--- src/hw/tlpe_consts.vh ---
// Constants for the table-load, pointer-step and OR execution unit.
// Assumes inclusion by the execution unit, its checker and its bench.
`ifndef TLPE_CONSTS_VH
`define TLPE_CONSTS_VH

// ==========================================================
// Opcodes, first byte
`define TLPE_OP_TBL_WX   8'hcc
`define TLPE_OP_TBL_EA   8'hc8
`define TLPE_OP_LD_DN    8'h8b
`define TLPE_OP_LD_UP    8'h8a
`define TLPE_OP_NOP      8'ha0
`define TLPE_OP_OR_IMM   8'hdd
`define TLPE_OP_OR_IND   8'h3a
`define TLPE_OP_OR_PAIR  8'hdc

// ==========================================================
// Second byte patterns
`define TLPE_ARG_IMM_HI  4'h2
`define TLPE_ARG_TO_EA   5'h05
`define TLPE_ARG_TO_RR   5'h04

// ==========================================================
// Instruction lengths in bytes
`define TLPE_LEN_ONE     2'h1
`define TLPE_LEN_TWO     2'h2

// ==========================================================
// Cycle counts
`define TLPE_CYC_TBL     2'h3
`define TLPE_CYC_STEP    2'h2
`define TLPE_CYC_ONE     2'h1
`define TLPE_CYC_TWO     2'h2

// ==========================================================
// Register file indices
`define TLPE_IX_A        3'h0
`define TLPE_IX_E        3'h1
`define TLPE_IX_L        3'h2
`define TLPE_IX_H        3'h3
`define TLPE_IX_X        3'h4
`define TLPE_IX_W        3'h5

// ==========================================================
// Reset values
`define TLPE_RST_NIB     4'h0
`define TLPE_RST_CARRY   1'b0

`endif

--- src/hw/tlpe_exec.v ---
// Execution unit for table loads, pointer-step loads, no-op and OR.
// Assumes decoded bytes arrive with their address, a code memory with
// one cycle of read latency and a data RAM read asynchronously.
//
// Contract
// - Table fetch through second pointer pair takes three cycles, loads code byte.
// - Table fetch through extended accumulator takes three cycles, overwrites it.
// - Fetch address is high PC bits plus 8-bit pointer; WX pointer kept.
// - High address bits come from advanced PC, so xxFF uses next page.
// - Code byte upper nibble goes to high, lower to low accumulator.
// - Step-down load copies RAM nibble to A, then decrements low pointer.
// - Step-down skips next instruction when low pointer wraps to all ones.
// - Step-up load copies RAM nibble to A, then increments low pointer.
// - Step-up skips next instruction when low pointer wraps to zero.
// - Step loads keep RAM, carry and high pointer nibble unchanged.
// - No-op is one byte, one cycle, only advances PC.
// - OR immediate is two bytes, two cycles, A gets A OR imm.
// - OR indirect is one byte, one cycle, A gets A OR RAM.
// - OR pair into accumulator: two cycles, EA gets EA OR pair.
// - OR accumulator into pair: two cycles, pair gets pair OR EA.
// - OR writes only destination; source stays unchanged.
// - Pair high register maps to E, low register to A.
`timescale 1ns/1ps
`include "tlpe_consts.vh"

module tlpe_exec #(
    parameter PC_W = 14
) (
    // Clock and reset
    input  wire            clk,
    input  wire            rst_n,
    // Instruction issue
    input  wire            ins_valid,
    input  wire [7:0]      ins_op,
    input  wire [7:0]      ins_arg,
    input  wire [PC_W-1:0] ins_pc,
    output wire            ins_ready,
    // Register preload
    input  wire            wr_en,
    input  wire [3:0]      wr_sel,
    input  wire [3:0]      wr_data,
    // Code memory
    output wire [PC_W-1:0] code_addr,
    output wire            code_rd,
    input  wire [7:0]      code_data,
    // Data RAM
    output wire [7:0]      ram_addr,
    input  wire [3:0]      ram_data,
    // State
    output wire [31:0]     regs,
    output wire            carry,
    output wire            skip_pend,
    // Retire
    output wire            done,
    output wire [PC_W-1:0] done_pc,
    output wire            done_skipped,
    output wire            bad_op
);

// ==========================================================
// Instruction classes
localparam [3:0] C_NOP   = 4'h0;
localparam [3:0] C_TBLWX = 4'h1;
localparam [3:0] C_TBLEA = 4'h2;
localparam [3:0] C_LDDN  = 4'h3;
localparam [3:0] C_LDUP  = 4'h4;
localparam [3:0] C_ORIMM = 4'h5;
localparam [3:0] C_ORIND = 4'h6;
localparam [3:0] C_OREA  = 4'h7;
localparam [3:0] C_ORRR  = 4'h8;
localparam [3:0] C_BAD   = 4'h9;

// ==========================================================
// State
reg  [3:0]      rf_q [0:7];
reg             carry_q;
reg             ready_q;
reg  [1:0]      cnt_q;
reg  [3:0]      cls_q;
reg  [7:0]      arg_q;
reg             cur_skip_q;
reg             skip_q;
reg  [PC_W-1:0] end_pc_q;
reg  [PC_W-1:0] code_addr_q;
reg             code_rd_q;
reg             done_q;
reg  [PC_W-1:0] done_pc_q;
reg             done_skip_q;
reg             bad_q;
integer         i;

// ==========================================================
// Flattened register file view
wire [31:0] rf_flat;
genvar g;
generate
    for (g = 0; g < 8; g = g + 1) begin : g_flat
        assign rf_flat[g*4 +: 4] = rf_q[g];
    end
endgenerate

// ==========================================================
// Decode
reg  [3:0] dec_cls;
reg  [1:0] dec_cyc;
reg  [1:0] dec_len;

always @* begin
    dec_cls = C_BAD;
    dec_cyc = `TLPE_CYC_ONE;
    dec_len = `TLPE_LEN_ONE;
    case (ins_op)
        `TLPE_OP_TBL_WX: begin
            dec_cls = C_TBLWX;
            dec_cyc = `TLPE_CYC_TBL;
        end
        `TLPE_OP_TBL_EA: begin
            dec_cls = C_TBLEA;
            dec_cyc = `TLPE_CYC_TBL;
        end
        `TLPE_OP_LD_DN: begin
            dec_cls = C_LDDN;
            dec_cyc = `TLPE_CYC_STEP;
        end
        `TLPE_OP_LD_UP: begin
            dec_cls = C_LDUP;
            dec_cyc = `TLPE_CYC_STEP;
        end
        `TLPE_OP_NOP: begin
            dec_cls = C_NOP;
        end
        `TLPE_OP_OR_IND: begin
            dec_cls = C_ORIND;
        end
        `TLPE_OP_OR_IMM: begin
            dec_len = `TLPE_LEN_TWO;
            dec_cyc = `TLPE_CYC_TWO;
            if (ins_arg[7:4] == `TLPE_ARG_IMM_HI) begin
                dec_cls = C_ORIMM;
            end
        end
        `TLPE_OP_OR_PAIR: begin
            dec_len = `TLPE_LEN_TWO;
            dec_cyc = `TLPE_CYC_TWO;
            if (ins_arg[0] == 1'b0) begin
                if (ins_arg[7:3] == `TLPE_ARG_TO_EA) begin
                    dec_cls = C_OREA;
                end else if (ins_arg[7:3] == `TLPE_ARG_TO_RR) begin
                    dec_cls = C_ORRR;
                end
            end
        end
        default: begin
            dec_cls = C_BAD;
        end
    endcase
end

// ==========================================================
// Operand paths
wire            take;
wire            wr_ok;
wire [PC_W-1:0] pc_adv;
wire [PC_W-1:0] len_ext;
wire [7:0]      tbl_ptr;
wire [7:0]      ea_val;
wire [7:0]      pair_val;
wire [3:0]      step_res;
wire            step_wrap;
wire            last;

assign take    = ins_valid & ready_q;
assign wr_ok   = wr_en & ready_q & ~ins_valid;
assign len_ext = {{(PC_W-2){1'b0}}, dec_len};
assign pc_adv  = ins_pc + {{(PC_W-1){1'b0}}, 1'b1};
assign ea_val  = {rf_q[`TLPE_IX_E], rf_q[`TLPE_IX_A]};
assign tbl_ptr = (dec_cls == C_TBLWX) ?
                 {rf_q[`TLPE_IX_W], rf_q[`TLPE_IX_X]} : ea_val;
assign last    = ~ready_q & (cnt_q == 2'h1);

tlpe_pair_pick u_pick (
    .rf_flat (rf_flat),
    .sel     (arg_q[2:1]),
    .pair    (pair_val)
);

tlpe_nibble_step #(
    .W (4)
) u_step (
    .val  (rf_q[`TLPE_IX_L]),
    .down (cls_q == C_LDDN),
    .res  (step_res),
    .wrap (step_wrap)
);

// ==========================================================
// Sequencer and register file
always @(posedge clk) begin
    if (!rst_n) begin
        for (i = 0; i < 8; i = i + 1) begin
            rf_q[i] <= `TLPE_RST_NIB;
        end
        ready_q     <= 1'b1;
        cnt_q       <= 2'h0;
        cls_q       <= C_NOP;
        arg_q       <= 8'h00;
        cur_skip_q  <= 1'b0;
        skip_q      <= 1'b0;
        end_pc_q    <= {PC_W{1'b0}};
    end else begin
        if (wr_ok & ~wr_sel[3]) begin
            rf_q[wr_sel[2:0]] <= wr_data;
        end
        if (take) begin
            cls_q      <= dec_cls;
            arg_q      <= ins_arg;
            cur_skip_q <= skip_q;
            skip_q     <= 1'b0;
            end_pc_q   <= ins_pc + len_ext;
            cnt_q      <= dec_cyc - 2'h1;
            ready_q    <= (dec_cyc == `TLPE_CYC_ONE);
            case (dec_cls)
                C_LDDN, C_LDUP: begin
                    if (!skip_q) begin
                        rf_q[`TLPE_IX_A] <= ram_data;
                    end
                end
                C_ORIND: begin
                    if (!skip_q) begin
                        rf_q[`TLPE_IX_A] <= rf_q[`TLPE_IX_A] | ram_data;
                    end
                end
                default: begin
                    cls_q <= dec_cls;
                end
            endcase
        end else if (!ready_q) begin
            cnt_q <= cnt_q - 2'h1;
            if (last) begin
                ready_q     <= 1'b1;
                if (!cur_skip_q) begin
                    case (cls_q)
                        C_TBLWX, C_TBLEA: begin
                            rf_q[`TLPE_IX_E] <= code_data[7:4];
                            rf_q[`TLPE_IX_A] <= code_data[3:0];
                        end
                        C_LDDN, C_LDUP: begin
                            rf_q[`TLPE_IX_L] <= step_res;
                            skip_q           <= step_wrap;
                        end
                        C_ORIMM: begin
                            rf_q[`TLPE_IX_A] <= rf_q[`TLPE_IX_A] | arg_q[3:0];
                        end
                        C_OREA: begin
                            rf_q[`TLPE_IX_E] <= ea_val[7:4] | pair_val[7:4];
                            rf_q[`TLPE_IX_A] <= ea_val[3:0] | pair_val[3:0];
                        end
                        C_ORRR: begin
                            rf_q[{arg_q[2:1], 1'b1}] <= pair_val[7:4] | ea_val[7:4];
                            rf_q[{arg_q[2:1], 1'b0}] <= pair_val[3:0] | ea_val[3:0];
                        end
                        default: begin
                            cnt_q <= 2'h0;
                        end
                    endcase
                end
            end
        end
    end
end

// ==========================================================
// Carry flag, written only by preload
always @(posedge clk) begin
    if (!rst_n) begin
        carry_q <= `TLPE_RST_CARRY;
    end else if (wr_ok & wr_sel[3]) begin
        carry_q <= wr_data[0];
    end
end

// ==========================================================
// Code memory request
wire tbl_take;

assign tbl_take = take & ((dec_cls == C_TBLWX) | (dec_cls == C_TBLEA));

always @(posedge clk) begin
    if (!rst_n) begin
        code_addr_q <= {PC_W{1'b0}};
        code_rd_q   <= 1'b0;
    end else begin
        code_rd_q <= 1'b0;
        if (tbl_take) begin
            code_addr_q <= {pc_adv[PC_W-1:8], tbl_ptr};
            code_rd_q   <= ~skip_q;
        end
    end
end

// ==========================================================
// Retire report
wire fin_now;

assign fin_now = take & (dec_cyc == `TLPE_CYC_ONE);

always @(posedge clk) begin
    if (!rst_n) begin
        done_q      <= 1'b0;
        done_pc_q   <= {PC_W{1'b0}};
        done_skip_q <= 1'b0;
        bad_q       <= 1'b0;
    end else begin
        done_q <= fin_now | last;
        bad_q  <= 1'b0;
        if (fin_now) begin
            done_pc_q   <= ins_pc + len_ext;
            done_skip_q <= skip_q;
            bad_q       <= (dec_cls == C_BAD);
        end else if (last) begin
            done_pc_q   <= end_pc_q;
            done_skip_q <= cur_skip_q;
            bad_q       <= (cls_q == C_BAD);
        end
    end
end

// ==========================================================
// Outputs
assign ins_ready    = ready_q;
assign code_addr    = code_addr_q;
assign code_rd      = code_rd_q;
assign ram_addr     = {rf_q[`TLPE_IX_H], rf_q[`TLPE_IX_L]};
assign regs         = rf_flat;
assign carry        = carry_q;
assign skip_pend    = skip_q;
assign done         = done_q;
assign done_pc      = done_pc_q;
assign done_skipped = done_skip_q;
assign bad_op       = bad_q;

endmodule // tlpe_exec

--- src/hw/tlpe_nibble_step.v ---
// Steps a pointer nibble up or down by one and flags the wrap.
// Assumes a purely combinational use inside the execution unit.
`timescale 1ns/1ps

module tlpe_nibble_step #(
    parameter W = 4
) (
    // Operand
    input  wire [W-1:0] val,
    input  wire         down,
    // Result
    output wire [W-1:0] res,
    output wire         wrap
);

// ==========================================================
// Step and wrap detect
wire [W-1:0] one_w;
assign one_w = {{(W-1){1'b0}}, 1'b1};
assign res   = down ? (val - one_w) : (val + one_w);
assign wrap  = down ? (res == {W{1'b1}}) : (res == {W{1'b0}});

endmodule // tlpe_nibble_step

--- src/hw/tlpe_pair_pick.v ---
// Selects one byte pair out of the flattened register file.
// Assumes pair p holds its low nibble at entry 2p, high at 2p+1.
`timescale 1ns/1ps

module tlpe_pair_pick (
    // Register file
    input  wire [31:0] rf_flat,
    // Pair select
    input  wire [1:0]  sel,
    // Byte out
    output wire [7:0]  pair
);

// ==========================================================
// Pair mux, high nibble from the odd entry
assign pair = rf_flat[{sel, 3'b000} +: 8];

endmodule // tlpe_pair_pick

--- config.mk ---
export PLATFORM = sky130hd
export DESIGN_NAME = tlpe_exec
export DESIGN_NICKNAME = d
export VERILOG_FILES = /design/src/hw/tlpe_exec.v /design/src/hw/tlpe_nibble_step.v /design/src/hw/tlpe_pair_pick.v
export VERILOG_INCLUDE_DIRS = /design/src /design/src/hw
export SDC_FILE = /design/constraint.sdc
export NUM_CORES = 1
export LEC_CHECK = 0
export BUFFER_PORTS_ARGS = -buffer_cell sky130_fd_sc_hd__buf_2
export CAP_MARGIN = 20
export CORE_UTILIZATION = 49
export CTS_BUF_LIST = sky130_fd_sc_hd__clkbuf_8 sky130_fd_sc_hd__clkbuf_16
export DETAILED_ROUTE_END_ITERATION = 8
export GPL_TIMING_DRIVEN = 1
export PLACE_DENSITY = 0.74
export SYNTH_ARGS = -nofsm -noshare
export SYNTH_HDL_FRONTEND = slang
export SYNTH_SLANG_ARGS = --single-unit
--- constraint.sdc ---
create_clock -name clk -period 2.3 [get_ports clk]
set_input_delay 0.23 -clock clk [delete_from_list [all_inputs] [get_ports clk]]
set_output_delay 0.23 -clock clk [all_outputs]
set_load 0.02 [all_outputs]
== Yosys cells after proc, flatten, opt, wreduce, memory -nomap -nowiden ==
Memories as Yosys holds them, arrays and structs flattened.
Index checks and enable logic that the tools add are counted.

* Bits in registers: 60
* Bits in writable memories: 32
* Input bits: 54
* Output and inout bits: 75
* Memories kept: 1

* $add $sub $neg: 6
* Equal/unequal tests: 29
* Shift-type cells: 1
* Muxes and demuxes: 89
* Bitwise operators: 28
* Reductions and logical operators: 15

{| class="wikitable"
|+ Memory list
! name !! depth !! width !! rd ports !! clocked after Yosys merged registers in !! wr ports !! RTL line !! text
|-
| rf_q || 8 || 4 || 8 || 0 || 8 || tlpe_exec.v:75 || <nowiki>reg [3:0] rf_q [0:7];</nowiki>
|}

{| class="wikitable"
|+ Operators with widths
! cell !! number
|-
| $mux 1 || 60
|-
| $mux 4 || 15
|-
| $eq 8x8->1 const B || 7
|-
| $pmux 4 s8 || 1
|-
| $shiftx 32x6->8 || 1
|-
| $mux 14 || 2
|-
| $eq 4x2->1 const B || 5
|-
| $eq 4x3->1 const B || 5
|-
| $eq 4x4->1 const B || 4
|-
| $or 4x4->4 || 4
|-
| $reduce_or 4->1 || 4
|-
| $add 14x1->14 const B || 1
|-
| $add 14x2->14 || 1
|-
| $mux 2 || 6
|-
| $reduce_or 2->1 || 6
|-
| $eq 5x3->1 const B || 2
|-
| $or 1x1->1 || 10
|-
| $mux 3 || 3
|-
| $and 1x1->1 || 8
|-
| $eq 4x1->1 const B || 2
|-
| $eq 8x6->1 const B || 1
|-
| $mux 8 || 1
|-
| $reduce_or 7->1 || 1
|-
| $not 1->1 || 6
|-
| other kinds (10) || 12
|}

== Depth between registers and ports, before layout ==
* Word-level depth: 18
* Gate-level depth with buffers: 10
* Mapped depth without buffers: 9

== Hierarchy ==
A second synthesis with hierarchy kept.

* Cell total of the unflattened synthesis: 599
* Area total of the unflattened synthesis: 5290.1 sq um

{| class="wikitable"
|+ By module, submodules not included
! module !! instances !! cells each !! area each (sq um)
|-
| tlpe_exec || 1 || 569 || 4917.2
|-
| tlpe_pair_pick || 1 || 10 || 196.4
|-
| tlpe_nibble_step || 1 || 20 || 176.4
|}

== Worst setup path before layout ==
OpenSTA, ideal clock, no wires.

* Path kind: input-to-reg
* From: in ins_op[5]
* To: reg done_pc_q[8], in the netlist done_pc[8]
* Arrival time: 2343 ps
* Data required time: 2214 ps
* Slack: -128 ps
* Stages on the path: 9
* Buffers on the path: 0
* Cells stage by stage: nand3b_1 -> nor3_1 -> inv_1 -> ha_1 -> fa_1 -> nand2_1 -> nor2_1 -> xnor2_1 -> a211oi_1

* Longest elaborated chain between the ends: 6
* Elaborated cells on any way between the ends: 16
* Classes of those cells: add/sub: 1; eq/ne: 7; mux: 3; bitwise: 1; reduce/logical: 4

{| class="wikitable"
|+ Ends and longest elaborated chain
! element !! RTL line !! text
|-
| from (decl) || tlpe_exec.v:34 || <nowiki>input wire [7:0] ins_op,</nowiki>
|-
| branches (longest 6 deep; another with $add 14x2->14) || - ||
|-
| to (signal assigned) || tlpe_exec.v:310 || <nowiki>done_pc_q <= {PC_W{1'b0}};</nowiki>
|-
| to (signal assigned) || tlpe_exec.v:317 || <nowiki>done_pc_q <= ins_pc + len_ext;</nowiki>
|-
| to (signal assigned) || tlpe_exec.v:321 || <nowiki>done_pc_q <= end_pc_q;</nowiki>
|-
| to (decl) || tlpe_exec.v:87 || <nowiki>reg [PC_W-1:0] done_pc_q;</nowiki>
|}

Parallel ways; which one is timed is not known.
A chain may end at the register's enable or synchronous reset.

==> metrics.csv <==
metric,value,unit
nets,834,
tightest_slew,749,ps
status,finished with violations,
fin_tns_setup,-310,ps
hp-class,in -> reg,
hold_viol,0,
synth_area,5270,sq um
grt_antenna_before_repair,1,
synth-edff-count,32,
finalCriticalPeriod,2430,ps
grt_pass1_vias,5064,
path_class,reg -> reg,
vdd_drop_max,0.305,mV
r2r_start,cnt_q[1],
hold_buffers,0,
crit_slowest_cell,or3b_4,
powerDensity,516,nW/um^2
insertion_delay,360,ps
multi_input_area,2970,sq um
grt_use_total,0.274,
vias,5382,
place.detailed.hpwl,11600,um
layout_setup_ws,-126,ps
htree_levels,3,
rr_worst_depth,8,
setup_viol,3,
yosys.area.top_type,dfxtp_1,
drc,0,
ys_ff_latch,92,
dieArea,11200,sq um
place.gp.congestion,0.903,
ant_nets,0,
hold_depth,3,
arrival,2570,ps
rrSetupSlack,-130,ps
p_leak,2.93,nW
pre_cts_slack,-151,ps
cp_slowest_stage_delay,410,ps
synthCells,606,
cp-startpoint,cnt_q[1],
finalCritPeriodShare,1.05,
end_kind,flip-flop,
max-slew-margin-rel,0.501,
slew_violations,0,
routed_wl,15700,um
syn-mean-instance-area,8.69,sq um
yosys-top-cells-area,"dfxtp_1, edfxtp_1, nand2_1",
area_growth,27.5,%
rsz0062_at_grt,true,
drt_iter0_drc,344,
synth_top_cell_area_share,0.228,
grt_pass1_wl,24400,um
port-buffer-count,128,
mostFrequentLayoutCells,"buf_2, nand2_1, buf_4",
utilization,0.648,
r2r-end,rf_q[0][3],
grt_max_degree,42,
cts_tree,built,
die_w,106,um
layout-drive-gt1-share,0.334,
violations,setup timing,
rows,37,
path_max_fanout,4,
nFillCells,865,
clockBufferDepth,2,
avgRoutedWirePerCell,17.2,um
critPathRequiredTime,2440,ps
drt_first_pass_iters,7,
yosysWarnings,0,
max_freq,412,MHz
critPathCapture,rf_q[0][3],
yosys.cell_types.count,64,
cts_inserted_buffers,9,
grt-ovfl-total,0,
synthArstFlopShare,0,
cts.sinks,92,
syn_nets,669,
start_util,0.508,
path_clk_slew,100,ps
yosysSeqAreaShare,0.410,
antenna_cells,0,
worstPathCellList,"inv_1, ha_2, or3b_4, or3_4, nor3_4, a211oi_2, a21o_1, a222oi_1",
chipHeight,106,um
ioPinCount,129,
crit_path_start_kind,flip-flop,
drv_cap,0,
skew,7.66,ps
seq_area,2160,sq um
coreArea,10400,sq um
cts-root-buf,clkbuf_8,
final_common_cell,buf_2,
via_per_inst,5.90,
synth_flop_cell,dfxtp_1,
## cell families after synthesis
| kind of cell | share of synthesized area |
|---|---|
| adders and majority gates | 0.0242 |
| muxes | 0.0603 |
| DFF | 0.410 |
| buffers and inverters | 0.0461 |
| AOI/OAI and AO/OA | 0.175 |
| and+or+nand+nor | 0.246 |
| xor gates and xnor gates | 0.0382 |
## stage by stage
| stage | hold WS [ps] | area (sq um) | power [W] | instances |
|---|---|---|---|---|
| 6_report | 106 | 6720 | 0.00346 | 912 |
| 5_1_grt | 101 | 6720 | 0.00358 | 912 |
| 4_1_cts | 95.8 | 6600 | 0.00345 | 907 |
| 3_5_place_dp | 451 | 6380 | 0.00241 | 889 |
| 3_3_place_gp | 443 | 6370 | 0.00239 | 888 |
| 2_1_floorplan | 366 | 5290 | 0.00217 | 606 |
## report_power, final
part           internal, W  switching, W  leakage [nW]
sequential         0.00175     0.0000558         0.823
clock             0.000459      0.000607         0.106
combinational     0.000233      0.000356          2.00
total              0.00244       0.00102          2.93
## flip-flops by register name, summed over array words and instances, names as in the netlist, 2 cells and up
| name | count |
|---|---|
| end_pc_q | 14 |
| code_addr | 14 |
| rf_q | 32 |
| cnt_q | 2 |
| done_pc | 14 |
| arg_q | 4 |
| cls_q | 4 |
## repair_timing
item                                    4_1_cts  5_1_grt
setup buffers                                 2        8
hold endpoints to repair                      0        0
resized for setup                             4       20
pin swaps                                     2        7
endpoints found under the setup margin       11       44
## worst min-delay path by stage
stage / startpoint / end
after CTS: ins_arg[2] / arg_q[2]
after floorplan: ins_arg[0] / arg_q[0]
final: ins_arg[2] / arg_q[2]
after detailed placement: code_addr[12] / code_addr[12]
after global placement: code_addr[6] / code_addr[6]
after global routing: ins_arg[1] / arg_q[1]
## cell type report
| type | count | area share |
|---|---|---|
| multi-input combinational | 461 | 0.442 |
| sequential | 92 | 0.322 |
| timing repair buffer | 199 | 0.178 |
| tap | 136 | 0.0253 |
| clock buffer | 9 | 0.0184 |
| clock inverter | 7 | 0.0101 |
| inverter | 8 | 0.00447 |
## cell usage after synthesis (10+ instances only)
library cell,number
a211oi_1,30
a21oi_1,25
and3_1,17
clkbuf_1,28
dfxtp_1,60
edfxtp_1,32
mux2_2,14
mux2i_1,16
nand2_1,110
nand3_1,13
nor2_1,52
nor3_1,11
o21ai_0,33
xnor2_1,10
xor2_1,13
## layer usage
layer,GRT usage,vias up,share of wire
li1,-,2531,-
met1,0.324,2526,0.39
met2,0.485,270,0.50
met3,0.0526,53,0.082
met4,0.115,2,0.033
met5,0,-,0.00083
## worst max-delay path: cells and delay by family (launching register included)
family,cells,cell delay (ps)
compound gates,3,570
fa+ha+maj,1,190
buf+inv,1,80
flops,1,310
simple gates,3,1070
Note: power is estimated with default switching activity, not from simulation.
